### config.mk
export PLATFORM = sky130hd
export DESIGN_NAME = plc_input_conditioning
export DESIGN_NICKNAME = d
export VERILOG_FILES = /design/src/plc_cond_pkg.sv /design/src/plc_input_conditioning.sv
export SDC_FILE = /design/constraint.sdc
export NUM_CORES = 1
export LEC_CHECK = 0
export ABC_CLOCK_PERIOD_IN_PS = 3300
export BUFFER_PORTS_ARGS = -buffer_cell sky130_fd_sc_hd__buf_2
export CORE_AREA = 3 3 265 267
export DETAILED_ROUTE_END_ITERATION = 8
export DIE_AREA = 0 0 268 270
export PLACE_DENSITY_LB_ADDON = 0.2
export SLEW_MARGIN = 30
export SYNTH_ARGS = -nofsm -noshare
export SYNTH_HDL_FRONTEND = slang
export SYNTH_SLANG_ARGS = --single-unit
### constraint.sdc
create_clock -name pclk -period 3.3 [get_ports pclk]
set_input_delay 0 -clock pclk [delete_from_list [all_inputs] [get_ports pclk]]
set_output_delay 0 -clock pclk [all_outputs]
set_load 0.005 [all_outputs]
### src/plc_cond_pkg.sv
// constants, register map and helpers for input conditioning
package plc_cond_pkg;
  localparam int CLK_NS = 50;
  localparam int TICK_NS = 50000;
  localparam int TICK_CYC = TICK_NS / CLK_NS;
  localparam int WORD_W = 12;
  localparam int KNOB_W = 8;
  localparam int NPIN = 4;
  localparam int PIN_LO = 3;
  localparam int FCNT_W = 12;
  localparam int ADDR_W = 12;
  localparam logic [FCNT_W-1:0] TICKS_PER_MS = 12'h014;
  localparam logic [7:0] KNOB_MAX = 8'hC8;
  localparam logic [NPIN-1:0] PINS_SMALL = 4'h3;
  localparam logic [NPIN-1:0] PINS_LARGE = 4'hF;
  // register indices; byte address is four times the index
  localparam logic [9:0] IDX_CTRL = 10'h000;
  localparam logic [9:0] IDX_IN0 = 10'h001;
  localparam logic [9:0] IDX_IN1 = 10'h002;
  localparam logic [9:0] IDX_QR = 10'h003;
  localparam logic [9:0] IDX_SET0 = 10'h004;
  localparam logic [9:0] IDX_SET1 = 10'h005;
  localparam logic [9:0] IDX_SET2 = 10'h006;
  localparam logic [9:0] IDX_SET3 = 10'h007;
  localparam logic [9:0] IDX_KNOB0 = 10'h0FA;
  localparam logic [9:0] IDX_KNOB1 = 10'h0FB;
  localparam int CTRL_SEL_LO = 0;
  localparam int CTRL_MODE_LO = 8;
  localparam logic [15:0] CTRL_MASK = 16'hFF07;
  localparam logic [15:0] CTRL_RST = 16'h0000;

  typedef enum logic [1:0] {
    MODE_PLAIN, MODE_INT, MODE_CNT, MODE_QR
  } pin_mode_t;

  // word 001+ settle limits in 50 us ticks, inside the faster window
  function automatic logic [FCNT_W-1:0] fast_limit(input logic [2:0] sel);
    case (sel)
      3'h0: fast_limit = 12'h004;
      3'h1: fast_limit = 12'h014;
      3'h2: fast_limit = 12'h028;
      3'h3: fast_limit = 12'h046;
      3'h4: fast_limit = 12'h08C;
      3'h5: fast_limit = 12'h118;
      3'h6: fast_limit = 12'h230;
      default: fast_limit = 12'h4B0;
    endcase
  endfunction : fast_limit

  // clamp to the top of the knob range and convert to three bcd digits
  function automatic logic [15:0] to_bcd(input logic [7:0] v);
    logic [7:0] c;
    logic [7:0] h;
    logic [7:0] r;
    c = (v > KNOB_MAX) ? KNOB_MAX : v;
    h = c / 8'h64;
    r = c % 8'h64;
    to_bcd = {4'h0, h[3:0], 4'((r / 8'h0A)), 4'((r % 8'h0A))};
  endfunction : to_bcd
endpackage : plc_cond_pkg

### src/plc_input_conditioning.sv
// input filter, interrupt/counter/quick-response pins and knob words
//
// Added by the designer: the APB register port.
module plc_input_conditioning #(
  parameter int TICK_CYCLES = plc_cond_pkg::TICK_CYC
) (
  input wire logic pclk, // 20 MHz bus clock
  input wire logic presetn, // async reset, active low
  input wire logic [11:0] paddr, // apb byte address
  input wire logic psel, // apb select
  input wire logic penable, // apb access phase
  input wire logic pwrite, // apb write
  input wire logic [31:0] pwdata, // apb write data
  output logic [31:0] prdata, // apb read data
  output logic pready, // apb ready
  output logic pslverr, // apb error on unmapped
  input wire logic [11:0] in_w0, // raw terminals of word 000
  input wire logic [11:0] in_w1, // raw terminals of word 001
  input wire logic [7:0] knob0_raw, // knob zero converter value
  input wire logic [7:0] knob1_raw, // knob one converter value
  input wire logic wide_unit, // high on units above ten terminals
  output logic [3:0] int_req // one-cycle service request per pin
);
  localparam int WW = plc_cond_pkg::WORD_W;
  localparam int KW = plc_cond_pkg::KNOB_W;
  localparam int NP = plc_cond_pkg::NPIN;
  localparam int FW = plc_cond_pkg::FCNT_W;
  localparam int NF = 2 * WW;
  localparam int NS = NF + 2 * KW + 1;

  // three-stage synchroniser; a bit moves once stages two and three agree
  logic [NS-1:0] s1_r, s2_r, s3_r, acc_r, acc_nxt;
  always_comb begin
    acc_nxt = (s2_r & s3_r) | (acc_r & (s2_r ^ s3_r));
  end
  always_ff @(posedge pclk or negedge presetn) begin
    if (!presetn) begin
      s1_r <= '0;
      s2_r <= '0;
      s3_r <= '0;
      acc_r <= '0;
    end else begin
      s1_r <= {wide_unit, knob1_raw, knob0_raw, in_w1, in_w0};
      s2_r <= s1_r;
      s3_r <= s2_r;
      acc_r <= acc_nxt;
    end
  end

  logic [NF-1:0] raw;
  logic wide;
  logic [NP-1:0] pin_act, pin_raw;
  assign raw = acc_r[NF-1:0];
  assign wide = acc_r[NS-1];
  assign pin_raw = raw[plc_cond_pkg::PIN_LO +: NP];
  assign pin_act = wide ? plc_cond_pkg::PINS_LARGE
                        : plc_cond_pkg::PINS_SMALL;

  // 50 us base tick shared by all filters
  logic [15:0] tick_r, tick_nxt;
  logic tick;
  assign tick = (tick_r == 16'(TICK_CYCLES - 1));
  always_comb begin
    tick_nxt = tick ? 16'h0000 : tick_r + 16'h0001;
  end

  // register bank
  logic [15:0] ctrl_r, ctrl_nxt;
  logic [15:0] set_r [NP];
  logic [15:0] set_nxt [NP];
  logic [2:0] sel;
  assign sel = ctrl_r[plc_cond_pkg::CTRL_SEL_LO +: 3];

  // per-bit filter: settle counter runs while raw differs from output
  logic [FW-1:0] fcnt_r [NF];
  logic [FW-1:0] fcnt_nxt [NF];
  logic [NF-1:0] filt_r, filt_nxt;
  logic [FW-1:0] lim_slow, lim_fast;
  always_comb begin
    lim_slow = plc_cond_pkg::TICKS_PER_MS << sel;
    lim_fast = plc_cond_pkg::fast_limit(sel);
    filt_nxt = filt_r;
    for (int i = 0; i < NF; i++) begin
      fcnt_nxt[i] = fcnt_r[i];
      if (raw[i] == filt_r[i]) begin
        fcnt_nxt[i] = '0;
      end else if (tick) begin
        // one extra tick absorbs the phase of the free-running tick
        if (fcnt_r[i] == ((i < WW) ? lim_slow : lim_fast)) begin
          filt_nxt[i] = raw[i];
          fcnt_nxt[i] = '0;
        end else begin
          fcnt_nxt[i] = fcnt_r[i] + 12'h001;
        end
      end
    end
  end
  always_ff @(posedge pclk or negedge presetn) begin
    if (!presetn) begin
      tick_r <= '0;
      filt_r <= '0;
      for (int i = 0; i < NF; i++) begin
        fcnt_r[i] <= '0;
      end
    end else begin
      tick_r <= tick_nxt;
      filt_r <= filt_nxt;
      fcnt_r <= fcnt_nxt;
    end
  end

  // special pins bypass the filter so short pulses are not lost
  logic [NP-1:0] prev_r, rise, irq_r, irq_nxt, qr_r, qr_nxt, qr_clr;
  logic [15:0] cnt_r [NP];
  logic [15:0] cnt_nxt [NP];
  plc_cond_pkg::pin_mode_t mode [NP];
  assign rise = pin_raw & ~prev_r;
  always_comb begin
    irq_nxt = '0;
    qr_nxt = qr_r & ~qr_clr;
    for (int j = 0; j < NP; j++) begin
      mode[j] = plc_cond_pkg::pin_mode_t'(
        ctrl_r[plc_cond_pkg::CTRL_MODE_LO + 2 * j +: 2]);
      cnt_nxt[j] = cnt_r[j];
      if (mode[j] != plc_cond_pkg::MODE_CNT || !pin_act[j]) begin
        cnt_nxt[j] = '0;
      end
      if (pin_act[j] && rise[j]) begin
        case (mode[j])
          plc_cond_pkg::MODE_INT: irq_nxt[j] = 1'b1;
          plc_cond_pkg::MODE_CNT: begin
            // zero set value fires on every pulse
            if (set_r[j] == 16'h0000
                || cnt_r[j] + 16'h0001 == set_r[j]) begin
              irq_nxt[j] = 1'b1;
              cnt_nxt[j] = '0;
            end else begin
              cnt_nxt[j] = cnt_r[j] + 16'h0001;
            end
          end
          plc_cond_pkg::MODE_QR: qr_nxt[j] = 1'b1;
          default: ;
        endcase
      end
    end
  end
  always_ff @(posedge pclk or negedge presetn) begin
    if (!presetn) begin
      prev_r <= '0;
      irq_r <= '0;
      qr_r <= '0;
      for (int j = 0; j < NP; j++) begin
        cnt_r[j] <= '0;
      end
    end else begin
      prev_r <= pin_raw;
      irq_r <= irq_nxt;
      qr_r <= qr_nxt;
      cnt_r <= cnt_nxt;
    end
  end
  assign int_req = irq_r;

  // knob words refresh continuously
  logic [15:0] knob0_r, knob1_r, knob0_nxt, knob1_nxt;
  always_comb begin
    knob0_nxt = plc_cond_pkg::to_bcd(acc_r[NF +: KW]);
    knob1_nxt = plc_cond_pkg::to_bcd(acc_r[NF + KW +: KW]);
  end

  // status masks active special pins; plain pins and pins absent from the unit show filtered levels
  logic [WW-1:0] spec_mask, stat_w0;
  always_comb begin
    spec_mask = '0;
    for (int j = 0; j < NP; j++) begin
      spec_mask[plc_cond_pkg::PIN_LO + j] =
        pin_act[j] && mode[j] != plc_cond_pkg::MODE_PLAIN;
    end
    stat_w0 = filt_r[WW-1:0] & ~spec_mask;
  end

  // apb slave: read data caught in setup, zero-wait access phase
  logic [9:0] idx;
  logic [31:0] rd, prdata_r, prdata_nxt;
  logic hit, acc_ph;
  assign idx = paddr[11:2];
  assign acc_ph = psel && penable;
  always_comb begin
    rd = 32'h0000_0000;
    hit = (paddr[1:0] == 2'h0);
    case (idx)
      plc_cond_pkg::IDX_CTRL: rd = {16'h0000, ctrl_r};
      plc_cond_pkg::IDX_IN0: rd = {20'h00000, stat_w0};
      plc_cond_pkg::IDX_IN1: rd = {20'h00000, filt_r[NF-1:WW]};
      plc_cond_pkg::IDX_QR: rd = {28'h0000000, qr_r};
      plc_cond_pkg::IDX_SET0, plc_cond_pkg::IDX_SET1,
      plc_cond_pkg::IDX_SET2, plc_cond_pkg::IDX_SET3:
        rd = {16'h0000, set_r[idx[1:0]]};
      plc_cond_pkg::IDX_KNOB0: rd = {16'h0000, knob0_r};
      plc_cond_pkg::IDX_KNOB1: rd = {16'h0000, knob1_r};
      default: hit = 1'b0;
    endcase
    prdata_nxt = prdata_r;
    if (psel && !penable && !pwrite) begin
      prdata_nxt = hit ? rd : 32'h0000_0000;
    end
    // only bits reported to software are cleared; new pulses survive
    qr_clr = '0;
    if (acc_ph && !pwrite && hit && idx == plc_cond_pkg::IDX_QR) begin
      qr_clr = prdata_r[NP-1:0];
    end
    ctrl_nxt = ctrl_r;
    set_nxt = set_r;
    if (acc_ph && pwrite && hit) begin
      if (idx == plc_cond_pkg::IDX_CTRL) begin
        ctrl_nxt = pwdata[15:0] & plc_cond_pkg::CTRL_MASK;
      end
      if (idx[9:2] == plc_cond_pkg::IDX_SET0[9:2]) begin
        set_nxt[idx[1:0]] = pwdata[15:0];
      end
    end
  end
  always_ff @(posedge pclk or negedge presetn) begin
    if (!presetn) begin
      ctrl_r <= plc_cond_pkg::CTRL_RST;
      prdata_r <= '0;
      knob0_r <= '0;
      knob1_r <= '0;
      for (int j = 0; j < NP; j++) begin
        set_r[j] <= '0;
      end
    end else begin
      ctrl_r <= ctrl_nxt;
      prdata_r <= prdata_nxt;
      knob0_r <= knob0_nxt;
      knob1_r <= knob1_nxt;
      set_r <= set_nxt;
    end
  end
  assign prdata = prdata_r;
  assign pready = 1'b1;
  assign pslverr = acc_ph && !hit;

  // helper: cycles that raw bit 0 of words 000 and 001 has held its level
  logic [31:0] stab_r, stab1_r;
  logic raw0_prev_r, raw1_prev_r;
  always_ff @(posedge pclk or negedge presetn) begin
    if (!presetn) begin
      stab_r <= '0;
      stab1_r <= '0;
      raw0_prev_r <= 1'b0;
      raw1_prev_r <= 1'b0;
    end else begin
      raw0_prev_r <= raw[0];
      raw1_prev_r <= raw[WW];
      stab_r <= (raw[0] != raw0_prev_r) ? 32'h0 : stab_r + 32'h1;
      stab1_r <= (raw[WW] != raw1_prev_r) ? 32'h0 : stab1_r + 32'h1;
    end
  end
endmodule : plc_input_conditioning

==> results of run 1 <==
repair_timing:
action | 4_1_cts | 5_1_grt
endpoints found under the hold margin | 610 | 0
pin swaps | 0 | 2
gates resized for setup | 2 | 22
buffers inserted | 0 | 2
setup endpoints to repair | 2 | 64
hold buffers | 96 | 0
worst max path at each step:
stage	start	end
5_1_grt	acc_r[38]$_DFF_PN0_	knob1_r[1]$_DFF_PN0_
3_3_place_gp	acc_r[38]$_DFF_PN0_	knob1_r[1]$_DFF_PN0_
2_1_floorplan	acc_r[37]$_DFF_PN0_	knob1_r[1]$_DFF_PN0_
6_report	acc_r[38]$_DFF_PN0_	knob1_r[1]$_DFF_PN0_
3_5_place_dp	acc_r[38]$_DFF_PN0_	knob1_r[1]$_DFF_PN0_
4_1_cts	acc_r[38]$_DFF_PN0_	knob1_r[1]$_DFF_PN0_
layer usage:
| layer | track usage [%] | vias to the layer above | share of wire (%) |
|---|---|---|---|
| met5 | 0 | - | 0 |
| met4 | 8.96 | 0 | 3.1 |
| met3 | 4.25 | 208 | 7.1 |
| met2 | 44.1 | 1166 | 46 |
| met1 | 40.2 | 15900 | 44 |
| li1 | - | 15500 | - |
cell type report:
type | instances | area [sq um]
fill | 5477 | 24100
multi-input combinational | 3219 | 20300
sequential | 679 | 17000
timing repair buffer | 332 | 2740
clock buffer | 109 | 2270
tap | 882 | 1100
inverter | 135 | 509
clock inverter | 22 | 267
antenna | 1 | 2.50
power by group:
part	internal (mW)	switching (mW)
registers	8.55	0.158
clock network	5.03	3.54
logic	0.564	0.936
cell families after synthesis:
kind of cell | after synthesis | share of synthesized area (%)
AO/OA/AOI/OAI | 1123 | 17.5
XOR/XNOR | 215 | 4.92
adder cells (fa/ha/maj) | 104 | 3.33
buffers and inverters | 382 | 4.32
flip-flops | 679 | 43.8
multiplexers | 174 | 5.42
other | 2 | 0.0193
AND/OR/NAND/NOR | 1586 | 20.7
state kept, by name, indices dropped and copies added (netlist names):
signal and flops:
acc_r 41, cnt_r 64, ctrl_r 11, fcnt_r 288, filt_r 24, int_req 4
knob0_r 10, knob1_r 10, prdata 16, prev_r 4, qr_r 4, s1_r 41
s2_r 41, s3_r 41, set_r 64, tick_r 16
through the flow:
stage | TNS (ps) | instance area, sq um | hold slack, ps | utilization (%)
3_3_place_gp | 0 | 40600 | 81.6 | 59.4
2_1_floorplan | 0 | 38900 | -296 | -
4_1_cts | 0 | 44100 | 0.118 | 64.5
5_1_grt | -53.5 | 44200 | 8.92 | 64.7
3_5_place_dp | -37.9 | 40600 | 84.4 | 59.4
6_report | 0 | 44200 | 0.827 | 64.7
layout by cell type (no fill, tap or decap), types with 113 or more instances in the layout:
cell / count
dfrtp_1: 675
o21ai_0: 592
nand2_1: 392
nor2_1: 351
and3_1: 177
nand2b_1: 148
nand3_1: 147
inv_1: 132
a21oi_1: 124
buf_4: 123
xor2_1: 113
worst reg2reg max path, stage by stage (launching register included):
cell	delay, ps
dfrtp_2	450
a21bo_2	260
ha_2	250
nor4_4	350
o21a_2	330
o21ai_0	160
a32oi_1	380
mux2i_1	240
mux2_2	190
or3b_1	350
o211ai_1	90
==> impl_results.md, run 1 <==
* First-pass iteration count of the detailed router at 8
* Share of post-route cells with drive strength above 1 at 12.5%
* Final Total Pwr at 18.8 mW
* Dpl hpwl at 68.9 mm
* CTS tree: built
* Status: finished, final reports clean
* Worst Tran Pin Value at 806 ps
* Number of library cell types mapped by synthesis at 97
* R2r worst-path depth at 10
* CP top delay family: compound AO/OA/AOI/OAI gates
* CTS Buf Count at 76
* CTS Sinks at 679
* Root buffer cell: clkbuf_16
* Reg2reg end: knob1_r[1]$_DFF_PN0_
* Sequential share of the synthesized area at 43.8%
* Yosys reg bits at 679
* # nets final at 4,633
* Pleak at 19.8 nW
* Post-route insts no fill at 5,379
* Post-synth EDFFs at 0
* Stages on worst setup path at 10
* Vias in the first global route at 30,800
* Global-route wire length before repair at 166 mm
* RSZ-0062 raised after global routing: true
* Synth area leaders: dfrtp_1, o21ai_0, nand2_1, nor2_1, ha_1
* Layout area overhead at 13.9%
* GRT Util Overall at 28.1%
* Largest net degree at the start of global routing at 82
* CP max stage delay at 450 ps
* Mean routed wirelength per cell at 18.9 um
* Worst hold path class: input port to async pin
* WP buf/inv at 0
* FMAX at 0.319 GHz
* Post-route ant nets at 0
* Endpoints failing setup at 0
* Die area at 72,400 sq um
* Yosys top cell by area: dfrtp_1
* Crit path max fanout at 8
* Synth Flop Type: dfrtp_1
* Slack of the worst reg-to-reg path at 160 ps
* Post-Synthesis Cells at 4,265
* Pre-CTS setup slack at -37.9 ps
* Worst setup EP type: flip-flop
* Post-synth top area share at 43.8%
* Worst EP arrival at 3690 ps
* Max capacitance violation total at 0
* Num rows at 96
* Height of the die at 270 um
* Pwr dens at 425 nW/um^2
* CP required at 3850 ps
* Final hold vios at 0
* Initial Util at 56.8%
* Via density at 6.10
* Synth async-reset ratio at 100%
* Placer Congestion at 0.918
* Most frequent cell after synthesis: dfrtp_1
* Setup ws final at 162 ps
* Grt total ovfl at 0
* Fin. max-slew vios at 0
* Post-Syn Area per Cell at 9.10 sq um
* Die Wd at 268 um
* Slew HR at 46.1%
* Worst reg2reg path startpoint: acc_r[38]$_DFF_PN0_
* Worst-path clk slew at 60 ps
* Port Buffers at 94
* Final wirelength at 102 mm
* Max VDD drop at 0.000517 V
* Vias at 32,800
* Crit path kind: flip-flop to flip-flop
* Slowest CP cell: dfrtp_2
* Commonest cells in the synthesized netlist: dfrtp_1, o21ai_0, nand2_1, nor2_1, and3_1
* IO Count at 128
* Fin crit period at 3140 ps
* H-tree level count at 3
* CP cell instances: a21bo_2 -> ha_2 -> nor4_4 -> o21a_2 -> o21ai_0 -> a32oi_1 -> mux2i_1 -> mux2_2 -> or3b_1 -> o211ai_1
* Period utilisation layout at 95.1%
* Initial antenna violation count at 1
* Mapped cell area at 38,800 sq um
* Ys Warns at 0
* DRC viols at 0
* CTS Buffer Depth at 3
* Startpoint types: flip-flop
* Dpl cells at 5,149
* Core area at 68,300 sq um
* Worst Skew at 26.6 ps
* Iter 0 DRT Violations at 2,921
* Clock Latency Late Sink at 640 ps
No activity file was read; power rests on OpenSTA's default activity.
==> run 2: changes to the inputs <==
Settings changed: ABC_AREA set to 1, BUFFER_PORTS_ARGS -buffer_cell sky130_fd_sc_hd__buf_2 to unset, CORE_AREA 3 3 265 267 to 3 3 254 256, DIE_AREA 0 0 268 270 to 0 0 257 259, DONT_BUFFER_PORTS set to 1.
==> run 2 against run 1 <==
Against the previous run:
- the run now ends with hold timing, slew limit left
- fmax decreased by 0.84%
- critical endpoint is now knob1_r[2]$_DFF_PN0_
- clock-buffer cell count shrank 10
- global-route usage is 0.38 points higher
==> impl_results.md, run 2 <==
* Status: complete, but fails checks
* Failing checks: hold timing, slew limit
* Fin crit period at 3160 ps
* Via density at 5.77
* P_int at 14.5 mW
* Ys Warns at 0
* Vias at 30,500
* Max capacitance violation total at 0
* Final wirelength at 96.8 mm
* Dpl hpwl at 64.8 mm
* Largest net degree at the start of global routing at 680
* Startpoint types: flip-flop
* DRC viols at 0
* IO Count at 128
* Worst-path clk slew at 60 ps
* Port Buffers at 0
* Fin. max-slew vios at 343
* Mean routed wirelength per cell at 18.3 um
* CP required at 3810 ps
* Max VDD drop at 0.000503 V
* Height of the die at 259 um
* Synth async-reset ratio at 100%
* Die Wd at 257 um
* H-tree level count at 3
* Slew HR at -85.4%
* CTS Buf Count at 75
* CTS tree: built
* Most frequent cell after synthesis: dfrtp_1
* Most common cell after layout, fill and taps aside: dfrtp_1
* Pwr dens at 467 nW/um^2
* Worst EP arrival at 3680 ps
* Num rows at 92
* Post-synth EDFFs at 0
* Global-route wire length before repair at 153 mm
* Grt total ovfl at 0
* Core Util, Final at 66.1%
* Placer Congestion at 0.943
* Sequential share of the synthesized area at 46.9%
* Flop pwr share at 45.5%
* Worst setup EP type: flip-flop
* Crit path max fanout at 5
* FMAX at 0.316 GHz
* Mapped cell area at 36,200 sq um
* GRT Util Overall at 28.5%
* Regs by FF count: fcnt_r x288, cnt_r x64, set_r x64
* Yosys top cell by area: dfrtp_1
* Pleak at 18.3 nW
* Number of library cell types mapped by synthesis at 68
* CTS Sinks at 679
* Yosys reg bits at 679
* Clock group share of total power at 45.7%
* Pre-CTS setup slack at 32.5 ps
* # nets final at 4,560
* Post-Synthesis Cells at 4,202
* # hold bufs at CTS at 112
* Clock Latency Late Sink at 630 ps
* Most frequent cells in the layout: dfrtp_1, nand2_1, inv_1, nor2_1, o21ai_0
* Final Hold Slack at -913 ps
* Synth Flop Type: dfrtp_1
* Commonest cells in the synthesized netlist: dfrtp_1, nand2_1, inv_1, nor2_1, o21ai_0
* Endpoints failing setup at 0
* Worst Tran Pin Value at 2780 ps
* Period utilisation layout at 95.9%
* CTS Buffer Depth at 3
* Sw Ratio at 25.1%
* Post-route ant nets at 0
* Vias in the first global route at 28,600
* Net Sw Power at 4.86 mW
* Crit path kind: flip-flop to flip-flop
* Layout area overhead at 14.5%
* Post-synth top area share at 46.9%
* Worst hold path class: input port to async pin
* Comb pwr share at 8.9%
* Synth area leaders: dfrtp_1, nand2_1, xor2_1, inv_1, o21ai_0
* Core area at 62,700 sq um
* Cell mode on critical path: nand2_4
* Worst Skew at 23.2 ps
* Setup ws final at 135 ps
* CP max stage delay at 410 ps
* Root buffer cell: clkbuf_16
* Iter 0 DRT Violations at 3,156
* Max reg flops at 288
* Final hold vios at 679
* Die area at 66,600 sq um
* Share of post-route cells with drive strength above 1 at 8.33%
* Initial Util at 57.7%
* Fill cells at 5,104
* Most flops, register: fcnt_r
* Post-Syn Area per Cell at 8.61 sq um
* Initial antenna violation count at 2
* Slowest CP cell: dfrtp_1
* First-pass iteration count of the detailed router at 6
==> run 2: logic make-up after synthesis <==
family | after synthesis | share of synthesized area [%]
and+or+nand+nor | 1451 | 17.7
DFF | 679 | 46.9
muxes | 36 | 1.08
adders and majority gates | 100 | 3.46
other | 2 | 0.0207
AOI/OAI and AO/OA | 884 | 15.4
xor gates and xnor gates | 297 | 7.19
buffers and inverters | 753 | 8.14
==> run 2: through the flow <==
stage / power, mW / instance area (sq um) / TNS (ps) / hold slack, ps / cells
2_1_floorplan: 9.85 / 36300 / 0 / -296 / 4217
3_3_place_gp: 10.1 / 37300 / 0 / -241 / 5002
3_5_place_dp: 10.2 / 37300 / 0 / -240 / 5002
4_1_cts: 19.2 / 41000 / 0 / -903 / 5251
5_1_grt: 20.0 / 41500 / -444 / -934 / 5276
6_report: 19.3 / 41500 / 0 / -913 / 5277
==> run 2: path summary, 6_finish.rpt <==
check / depth (start not counted) / slack [ps] / endpoint / start
max: 32 / 140 / knob1_r[2]$_DFF_PN0_ / acc_r[39]$_DFF_PN0_
min: 0 / -910 / fcnt_r[10]$_DFFE_PN0P_ / presetn
max reg2reg: 32 / 140 / knob1_r[2]$_DFF_PN0_ / acc_r[39]$_DFF_PN0_
min reg2reg: 0 / 340 / s2_r[37]$_DFF_PN0_ / s1_r[37]$_DFF_PN0_
max in group asynchronous: 0 / 1960 / acc_r[30]$_DFF_PN0_ / presetn
min in group pclk: 6 / 90 / prdata[15]$_DFFE_PN0P_ / paddr[7]
==> run 2: final cells by class <==
| class | instances | area (sq um) | share of cell area, % |
|---|---|---|---|
| Sequential cell | 679 | 17000 | 41.0 |
| Multi-Input combinational cell | 2785 | 16600 | 40.0 |
| Inverter | 623 | 2350 | 5.67 |
| Clock buffer | 99 | 2100 | 5.06 |
| Timing Repair Buffer | 205 | 1860 | 4.48 |
| Tap cell | 846 | 1060 | 2.55 |
| Clock inverter | 38 | 497 | 1.20 |
| Timing Repair inverter | 1 | 7.51 | 0.0181 |
| Antenna cell | 1 | 2.50 | 0.00604 |
==> run 2: routing by layer <==
| metal | track usage, % | vias to the layer above | part of all wire, % |
|---|---|---|---|
| li1 | - | 14500 | - |
| met1 | 39.0 | 14600 | 42 |
| met2 | 44.1 | 1115 | 45 |
| met3 | 6.08 | 257 | 8.2 |
| met4 | 12.1 | 2 | 4.5 |
| met5 | 0 | - | 0.0072 |
==> run 2: timing repair <==
action	4_1_cts	5_1_grt
endpoints found under the setup margin	0	37
buffers inserted	0	24
resized for setup	0	67
endpoints found under the hold margin	815	679
==> run 2: power groups by stage <==
| stage | Clock (mW) | Combinational (mW) | Sequential (mW) |
|---|---|---|---|
| global route | 9.34 | 1.89 | 8.80 |
| floorplan | 0 | 1.05 | 8.80 |
| global placement | 0 | 1.21 | 8.93 |
| detailed placement | 0 | 1.25 | 8.94 |
| finish | 8.83 | 1.72 | 8.79 |
| CTS | 8.98 | 1.39 | 8.79 |
==> run 2: critical path, delay by kind of cell (launching register included) <==
kind / cells / cell delay, ps
DFF: 1 / 410
and+or+nand+nor: 24 / 1930
buffers and inverters: 6 / 370
AOI/OAI and AO/OA: 1 / 200
adders and majority gates: 1 / 140
